--- src/include/mfpm_defines.svh ---
/*
 * register offsets, reset values, field positions and codes for the multifunction port mux.
 * assumes inclusion by bare name from the design files.
 */
`ifndef MFPM_DEFINES_SVH
`define MFPM_DEFINES_SVH

// register offsets (direct area for ports 0/1, indirect area for port 2 and aux)
`define MFPM_OFS_PORT2_PULLUP_AND_ADC_TRIGGER 8'h08
`define MFPM_OFS_PORT2_MUX_CONTROL            8'h13
`define MFPM_OFS_PORT0_MUX_CONTROL            8'h2a
`define MFPM_OFS_PORT1_MUX_CONTROL            8'h2b

// reset values
`define MFPM_RST_AUX  8'h00
`define MFPM_RST_P2   8'hff
`define MFPM_RST_P0   8'h00
`define MFPM_RST_P1   8'h3f

// writable bit masks; reserved bits stay zero
`define MFPM_MASK_AUX 8'hbf
`define MFPM_MASK_P2  8'hba
`define MFPM_MASK_P0  8'h3f
`define MFPM_MASK_P1  8'h3f

// field positions
`define MFPM_ADC_TRIG_BIT   7
`define MFPM_DBG_SEL_BIT    7
`define MFPM_P2_PIN1_BIT    1
`define MFPM_P2_PIN3_BIT    3
`define MFPM_P2_PAIR_LO_BIT 4

// 2-bit pair codes
`define MFPM_CODE_00 2'h0
`define MFPM_CODE_01 2'h1
`define MFPM_CODE_10 2'h2
`define MFPM_CODE_11 2'h3

`endif

--- src/include/mfpm_pkg.sv ---
/*
 * types for the multifunction port mux.
 * assumes nothing beyond a SystemVerilog compiler.
 */
package mfpm_pkg;

	// routing chosen for a port 0 pin pair
	typedef enum logic [2:0] {
		MFPM_P0_GPIO   = 3'h0,
		MFPM_P0_UART   = 3'h1,
		MFPM_P0_I2C    = 3'h3,
		MFPM_P0_OSC    = 3'h2,
		MFPM_P0_LIGHT  = 3'h6,
		MFPM_P0_CMPREF = 3'h7,
		MFPM_P0_NONE   = 3'h5
	} mfpm_p0_route_t;

	// whole register state of the block
	typedef struct packed {
		logic [7:0] aux;
		logic [7:0] p2;
		logic [7:0] p0;
		logic [7:0] p1;
		logic [7:0] rdata;
	} mfpm_state_t;

endpackage

--- src/mfpm_top.sv ---
/*
 * multifunction port mux: mux registers for ports 0, 1, 2 plus the port 2 pull-up / adc trigger register,
 * and the pin routing they steer.
 * assumes a simple byte register port on the system clock (write strobe, read strobe, address, data),
 * that pin-side signals here are already on the system clock, and that pads resolve enables elsewhere.
 */
`timescale 1ns/1ps
`include "mfpm_defines.svh"

module mfpm_top (
	input  wire logic       CLK_I,
	input  wire logic       RST_I,
	input  wire logic [7:0] ADDR_I,
	input  wire logic       INDIRECT_I,
	input  wire logic       WR_I,
	input  wire logic       RD_I,
	input  wire logic [7:0] WDATA_I,
	output logic      [7:0] RDATA_O,
	input  wire logic       DEBUG_DISABLE_I,
	input  wire logic       OPTION_LOAD_I,
	input  wire logic [7:0] PORT2_MUX_OPTION_BYTE_I,
	input  wire logic       ADC_CONV_START_I,
	input  wire logic       ADC_STOP_I,
	output logic            ADC_HW_TRIGGER_ENABLE_O,
	output logic [2:0]      PORT0_LOW_ROUTE_O,
	output logic [2:0]      PORT0_MID_ROUTE_O,
	output logic [2:0]      PORT0_HIGH_ROUTE_O,
	output logic [5:0]      PORT1_PWM_SEL_O,
	input  wire logic [5:0] IO_BANK_ONE_OUT_I,
	input  wire logic [5:0] IO_BANK_ONE_OE_I,
	input  wire logic [5:0] PWM_I,
	output logic [5:0]      PORT1_PIN_OUT_O,
	output logic [5:0]      PORT1_PIN_OE_O,
	output logic            PORT2_PIN1_FAST_O,
	output logic            PORT2_PIN3_FAST_O,
	output logic [1:0]      PORT2_UPPER_PAIR_MODE_O,
	output logic            DEBUG_PIN_GPIO_O,
	output logic            DEBUG_PIN_FAST_O,
	output logic [5:0]      PORT2_PULLUP_EN_O
);

	mfpm_pkg::mfpm_state_t state;
	mfpm_pkg::mfpm_state_t next_state;
	mfpm_pkg::mfpm_p0_route_t route_low;
	mfpm_pkg::mfpm_p0_route_t route_mid;
	mfpm_pkg::mfpm_p0_route_t route_high;
	logic                  debug_gpio;
	logic                  debug_fast;

	// masked write: reserved bits are forced to zero so they always read zero
	function automatic logic [7:0] mfpm_wmask(input logic [7:0] data, input logic [7:0] mask);
		mfpm_wmask = data & mask;
	endfunction

	// address match in the direct or indirect area
	function automatic logic mfpm_hit(input logic [7:0] addr, input logic ind, input logic [7:0] ofs,
	                                  input logic want_ind);
		mfpm_hit = (addr == ofs) && (ind == want_ind);
	endfunction

	////////////////////////////////////////////////////////////////////////////////
	// next-state: register writes, option load, hardware clear of the trigger enable
	always_comb begin
		next_state = state;
		if (OPTION_LOAD_I) begin
			// option byte carries one bit for the upper pair, so bit 5 is forced low
			next_state.p2 = mfpm_wmask(PORT2_MUX_OPTION_BYTE_I, `MFPM_MASK_P2 & 8'hdf);
		end
		if (WR_I) begin
			if (mfpm_hit(ADDR_I, INDIRECT_I, `MFPM_OFS_PORT0_MUX_CONTROL, 1'b0)) begin
				next_state.p0 = mfpm_wmask(WDATA_I, `MFPM_MASK_P0);
			end
			if (mfpm_hit(ADDR_I, INDIRECT_I, `MFPM_OFS_PORT1_MUX_CONTROL, 1'b0)) begin
				next_state.p1 = mfpm_wmask(WDATA_I, `MFPM_MASK_P1);
			end
			if (mfpm_hit(ADDR_I, INDIRECT_I, `MFPM_OFS_PORT2_MUX_CONTROL, 1'b1)) begin
				next_state.p2 = mfpm_wmask(WDATA_I, `MFPM_MASK_P2);
			end
			if (mfpm_hit(ADDR_I, INDIRECT_I, `MFPM_OFS_PORT2_PULLUP_AND_ADC_TRIGGER, 1'b1)) begin
				next_state.aux = mfpm_wmask(WDATA_I, `MFPM_MASK_AUX);
			end
		end
		// hardware clear wins over a software set in the same cycle: a start must disarm
		if (ADC_CONV_START_I || ADC_STOP_I) begin
			next_state.aux[`MFPM_ADC_TRIG_BIT] = 1'b0;
		end
		// read data registered; unmapped addresses read zero
		next_state.rdata = 8'h00;
		if (RD_I) begin
			if (mfpm_hit(ADDR_I, INDIRECT_I, `MFPM_OFS_PORT0_MUX_CONTROL, 1'b0)) begin
				next_state.rdata = state.p0;
			end else if (mfpm_hit(ADDR_I, INDIRECT_I, `MFPM_OFS_PORT1_MUX_CONTROL, 1'b0)) begin
				next_state.rdata = state.p1;
			end else if (mfpm_hit(ADDR_I, INDIRECT_I, `MFPM_OFS_PORT2_MUX_CONTROL, 1'b1)) begin
				next_state.rdata = state.p2;
			end else if (mfpm_hit(ADDR_I, INDIRECT_I, `MFPM_OFS_PORT2_PULLUP_AND_ADC_TRIGGER, 1'b1)) begin
				next_state.rdata = state.aux;
			end
		end
	end

	////////////////////////////////////////////////////////////////////////////////
	// state register
	always_ff @(posedge CLK_I) begin
		if (RST_I) begin
			state.aux   <= `MFPM_RST_AUX;
			state.p2    <= `MFPM_RST_P2 & `MFPM_MASK_P2;
			state.p0    <= `MFPM_RST_P0;
			state.p1    <= `MFPM_RST_P1;
			state.rdata <= 8'h00;
		end else begin
			state <= next_state;
		end
	end

	////////////////////////////////////////////////////////////////////////////////
	// port 0 pair decoders
	mfpm_pair_route u_low (
		.PAIR_I  (2'd0),
		.CODE_I  (state.p0[1:0]),
		.ROUTE_O (route_low)
	);
	mfpm_pair_route u_mid (
		.PAIR_I  (2'd1),
		.CODE_I  (state.p0[3:2]),
		.ROUTE_O (route_mid)
	);
	mfpm_pair_route u_high (
		.PAIR_I  (2'd2),
		.CODE_I  (state.p0[5:4]),
		.ROUTE_O (route_high)
	);

	// gpio code on the low pair also covers the comparator reference; pad setup is software's job
	assign PORT0_LOW_ROUTE_O  = route_low;
	assign PORT0_MID_ROUTE_O  = route_mid;
	assign PORT0_HIGH_ROUTE_O = route_high;

	////////////////////////////////////////////////////////////////////////////////
	// port 1: per-pin gpio or pwm; pwm drives the pad whenever selected
	assign PORT1_PWM_SEL_O = state.p1[5:0];
	always_comb begin
		for (int n = 0; n < 6; n++) begin
			PORT1_PIN_OUT_O[n] = state.p1[n] ? PWM_I[n] : IO_BANK_ONE_OUT_I[n];
			PORT1_PIN_OE_O[n]  = state.p1[n] ? 1'b1 : IO_BANK_ONE_OE_I[n];
		end
	end

	////////////////////////////////////////////////////////////////////////////////
	// port 2 selects
	assign PORT2_PIN1_FAST_O       = state.p2[`MFPM_P2_PIN1_BIT];
	assign PORT2_PIN3_FAST_O       = state.p2[`MFPM_P2_PIN3_BIT];
	assign PORT2_UPPER_PAIR_MODE_O = state.p2[5:`MFPM_P2_PAIR_LO_BIT];

	// debug pin: select acts only when the debug function is disabled globally
	assign debug_gpio = DEBUG_DISABLE_I && !state.p2[`MFPM_DBG_SEL_BIT];
	assign debug_fast = DEBUG_DISABLE_I && state.p2[`MFPM_DBG_SEL_BIT];
	assign DEBUG_PIN_GPIO_O = debug_gpio;
	assign DEBUG_PIN_FAST_O = debug_fast;

	////////////////////////////////////////////////////////////////////////////////
	// pull-ups: a 0 bit enables; fast input 1 on the debug pin is always pulled up
	always_comb begin
		PORT2_PULLUP_EN_O    = ~state.aux[5:0];
		PORT2_PULLUP_EN_O[1] = ~state.aux[1] | debug_fast;
	end

	assign ADC_HW_TRIGGER_ENABLE_O = state.aux[`MFPM_ADC_TRIG_BIT];
	assign RDATA_O                 = state.rdata;

endmodule // mfpm_top

--- src/mfpm_pair_route.sv ---
/*
 * decodes one port 0 pin-pair select code into a route for that pair.
 * assumes the caller passes the pair index (0 low, 1 mid, 2 high) as a constant.
 */
`timescale 1ns/1ps
`include "mfpm_defines.svh"

module mfpm_pair_route (
	input  wire logic [1:0]             PAIR_I,
	input  wire logic [1:0]             CODE_I,
	output mfpm_pkg::mfpm_p0_route_t    ROUTE_O
);

	////////////////////////////////////////////////////////////////////////////////
	// purely combinational; the code comes from a register, so the route changes only after a clock edge
	always_comb begin
		ROUTE_O = mfpm_pkg::MFPM_P0_GPIO;
		case (PAIR_I)
			2'd0: begin
				case (CODE_I)
					`MFPM_CODE_01: ROUTE_O = mfpm_pkg::MFPM_P0_UART;
					`MFPM_CODE_10: ROUTE_O = mfpm_pkg::MFPM_P0_I2C;
					`MFPM_CODE_11: ROUTE_O = mfpm_pkg::MFPM_P0_NONE; // reserved code drives nothing
					default:       ROUTE_O = mfpm_pkg::MFPM_P0_GPIO;
				endcase
			end
			2'd1: begin
				case (CODE_I)
					`MFPM_CODE_01: ROUTE_O = mfpm_pkg::MFPM_P0_I2C;
					`MFPM_CODE_10: ROUTE_O = mfpm_pkg::MFPM_P0_OSC;
					`MFPM_CODE_11: ROUTE_O = mfpm_pkg::MFPM_P0_UART;
					default:       ROUTE_O = mfpm_pkg::MFPM_P0_GPIO;
				endcase
			end
			default: begin
				case (CODE_I)
					`MFPM_CODE_01: ROUTE_O = mfpm_pkg::MFPM_P0_LIGHT;
					`MFPM_CODE_10: ROUTE_O = mfpm_pkg::MFPM_P0_I2C;
					`MFPM_CODE_11: ROUTE_O = mfpm_pkg::MFPM_P0_UART;
					default:       ROUTE_O = mfpm_pkg::MFPM_P0_GPIO;
				endcase
			end
		endcase
	end

endmodule // mfpm_pair_route

--- config.mk ---
export PLATFORM = sky130hd
export DESIGN_NAME = mfpm_top
export DESIGN_NICKNAME = d
export VERILOG_FILES = /design/src/include/mfpm_pkg.sv /design/src/mfpm_top.sv /design/src/mfpm_pair_route.sv
export VERILOG_INCLUDE_DIRS = /design/src /design/src/include
export SDC_FILE = /design/constraint.sdc
export NUM_CORES = 1
export LEC_CHECK = 0
export ABC_CLOCK_PERIOD_IN_PS = 2800
export BUFFER_PORTS_ARGS = -buffer_cell sky130_fd_sc_hd__buf_2
export CAP_MARGIN = 20
export CELL_PAD_IN_SITES_DETAIL_PLACEMENT = 1
export CELL_PAD_IN_SITES_GLOBAL_PLACEMENT = 1
export CORE_MARGIN = 3
export CORE_UTILIZATION = 30
export DETAILED_ROUTE_END_ITERATION = 6
export PLACE_DENSITY = 0.84
export SETUP_SLACK_MARGIN = 0.4
export SLEW_MARGIN = 10
export SYNTH_ARGS = -nofsm -noshare
export SYNTH_HDL_FRONTEND = slang
export SYNTH_SLANG_ARGS = --single-unit
--- constraint.sdc ---
create_clock -name CLK_I -period 2.8 [get_ports CLK_I]
set_clock_uncertainty 0.05 [all_clocks]
set_input_delay 0.14 -clock CLK_I [delete_from_list [all_inputs] [get_ports CLK_I]]
set_output_delay 0.14 -clock CLK_I [all_outputs]
set_load 0.01 [all_outputs]
==> results.ini <==
[run_status]
outcome = complete, no violations

[finish]
seqCellArea_um2 = 701
final_net_count = 352
fillers = 806
drive_gt1_frac = 0.456
syn2layout_area_growth_pct = 25.8
n_antenna_cell = 0
final_cells = 389
multi_input_area_um2 = 1170
fin_util = 0.403

[timing]
hold_viol_final = 0
worst_pin_slew_ns = 0.656
period_share = 0.751
final.setup.tns_ns = 0
report.final.slew_viol_count = 0
rsz0062_at_grt = no
slew_headroom = 0.562
fmax_ghz = 0.476
min_period_ns = 2.10
setup_viol = 0

[clock_network]
cts_buffers = 5
clkTransAtPathRegs_ns = 0.07
cts_tree = yes
ctsResizeCount = 0
clockBufferDepth = 2
clock-sinks = 35
cts_root_buf = clkbuf_8
htreeDepth = 2
post-cts-setup-buffers = 0
clock_latency_ns = 0.28

[route]
vias = 1910
firstDrtPassIters = 4
routedWlPerCell_um = 16.1
post-route-drc-count = 0
avgViaCountPerCell = 4.91
drt_wl_total_um = 6260
drt_iter0_markers = 129
drt.antenna.violating_nets = 0

[critical_path]
critPathCaptureType = flop
startpoint_type = input pin
worstPathArrival_ns = 2.28
critPathMaxFanout = 8
worst_ep_required_time_ns = 2.98
worstSetupPathType = in -> reg

[synth]
syn-cell-area_um2 = 2120
synth_top_family_by_area = simple AND/OR/NAND/NOR gates
synth.area.top_cells = dfxtp_1 (33%), mux2i_1 (8.0%), buf_4 (6.7%)
synth_largest_area_cell = dfxtp_1
synth_cells = 220
synth.net_count = 277
ys_seq_area_frac = 0.331
yosysWarnings = 0
postSynthAreaPerCell_um2 = 9.62
synthAdderAreaFrac = 0.0355
ys_seq_elements = 35
synth_simple_gate_area_frac = 0.249
synthXorXnorAreaFrac = 0
muxShareOfSynthArea = 0.134
yosys.area.top_type_share = 0.331
synth.distinct_cells = 41
synth_compound_area_frac = 0.132

[hold_path]
hp-class = in -> reg

[die]
floorplan.initialDensity = 0.321
coreArea_um2 = 6600
die_height_um = 90.0
io-pin-count = 99
rows = 29
die_x_um = 90.0
dieArea_um2 = 8100

[global_routing]
grt_usage = 0.156
overflow = 0
grt_pass1_wl_um = 10300
antenna_found_initial = 0
grt_pass1_vias = 2010
grt_max_degree = 29

[flow_run]
maxCapViolCount = 0

[power_and_ir_drop]
p_per_area_nw_per_um2 = 439
p_leak_nw = 1.26
peakVddDrop_v = 0.000213

[place]
place_hpwl_um = 4950
place_inst = 379
numPortBuffers = 92
gp_congestion = 0.778

layout by cell type (no fill, tap or decap), types with 2 or more instances in the layout:
master         instances
a21oi_1                6
ha_1                   6
a211o_1                7
a22oi_2                6
dlygate4sd3_1          2
or2_2                  8
buf_2                 92
o21ai_0                6
bufinv_16              2
nor2_1                27
inv_1                 17
dfxtp_1               35
and2_1                 2
nand4_1                7
nor4b_1                3
o221a_1                6
nand2_1                2
nand2b_1               6
mux2i_1               17
nor2b_1                3
clkbuf_8               5
mux2_2                10
nand4_2                2
power by group:
part,internal [W],total [W],switching [W]
Sequential,0.000502,0.000507,0.00000417
Clock,0.000356,0.000542,0.000186
Combinational,0.0000557,0.000120,0.0000639
Total,0.000914,0.00117,0.000254
stage by stage:
stage / setup slack [ns] / hold slack, ns / total power [W] / cell area, µm²
floorplan: 1.52 / 0.167 / 0.000579 / 2120
global placement: 0.934 / 0.257 / 0.000632 / 2510
detailed placement: 0.855 / 0.270 / 0.000637 / 2510
CTS: 0.707 / 0.0449 / 0.00118 / 2660
global route: 0.588 / 0.0524 / 0.00122 / 2660
finish: 0.698 / 0.0492 / 0.00117 / 2660
logic make-up (layout without fill, tap and decap cells):
logic type	after synthesis	after routing
buf+inv	43	119
flops	35	35
compound gates	33	33
fa+ha+maj	6	6
simple gates	75	75
other cells	1	1
mux	27	27
layer usage:
layer  global-route usage  vias up  share of wire
met5                    0        -              0
met4               0.0268        0         0.0056
met3               0.0484        4          0.072
met2                0.273       74           0.50
met1                0.191      925           0.42
li1                     -      907              -
critical path, cell delays in order:
cell           delay, ns
buf_2               0.13
nor3_2              0.56
nand4_2             0.45
mux2i_1             0.22
nor4_1              0.19
dlygate4sd3_1       0.58
cells in the mapped netlist:
library cell	n
nand4_4	1
buf_4	19
or2_2	8
o221a_1	6
a21oi_1	6
nand4_2	2
and2_4	1
o21ai_0	6
nor4b_4	1
buf_1	1
mux2i_1	17
nand4bb_4	1
nor3b_4	1
a211o_1	7
mux2_2	10
nand2b_1	6
nor3b_2	1
and2_1	2
clkbuf_1	4
a22oi_2	6
and4bb_2	1
buf_6	2
o31ai_1	1
nor2b_1	3
conb_1	1
dfxtp_1	35
nand3b_2	1
nand2_1	2
nor4b_1	3
nor2_1	27
nor3_2	1
and4bb_1	1
and4b_1	1
inv_1	17
nand3_2	1
nor4_1	1
nor3b_1	1
nand4_1	7
a221oi_1	1
ha_1	6
nand4bb_1	1
repair_timing:
action	4_1_cts	5_1_grt
hold endpoints to repair	1	0
setup endpoints to repair	0	0
hold buffers	2	0
registers in the layout, indices dropped and copies added, names as in the netlist:
register / flops
RDATA_O: 8
PORT2_PIN3_FAST_O: 1
ADC_HW_TRIGGER_ENABLE_O: 1
state: 16
PORT1_PWM_SEL_O: 6
PORT2_PIN1_FAST_O: 1
PORT2_UPPER_PAIR_MODE_O: 2
final timing paths:
| path | startpoint | endpoint | slack, ns | cells past startpoint |
|---|---|---|---|---|
| min | WDATA_I[7] | state[31] | 0.05 | 3 |
| max | ADDR_I[0] | ADC_HW_TRIGGER_ENABLE_O | 0.70 | 6 |
| max reg2reg | ADC_HW_TRIGGER_ENABLE_O | ADC_HW_TRIGGER_ENABLE_O | 1.46 | 3 |
| min reg2reg | state[30] | RDATA_O[6] | 0.38 | 2 |
cell type report:
type,count,share of cell area
clock buffer,6,0.0273
clock inverter,2,0.0226
inverter,17,0.0240
multi-input combinational,142,0.439
sequential,35,0.263
tap,93,0.0437
timing repair buffer,94,0.180
Note: power is estimated with default switching activity, not from simulation.
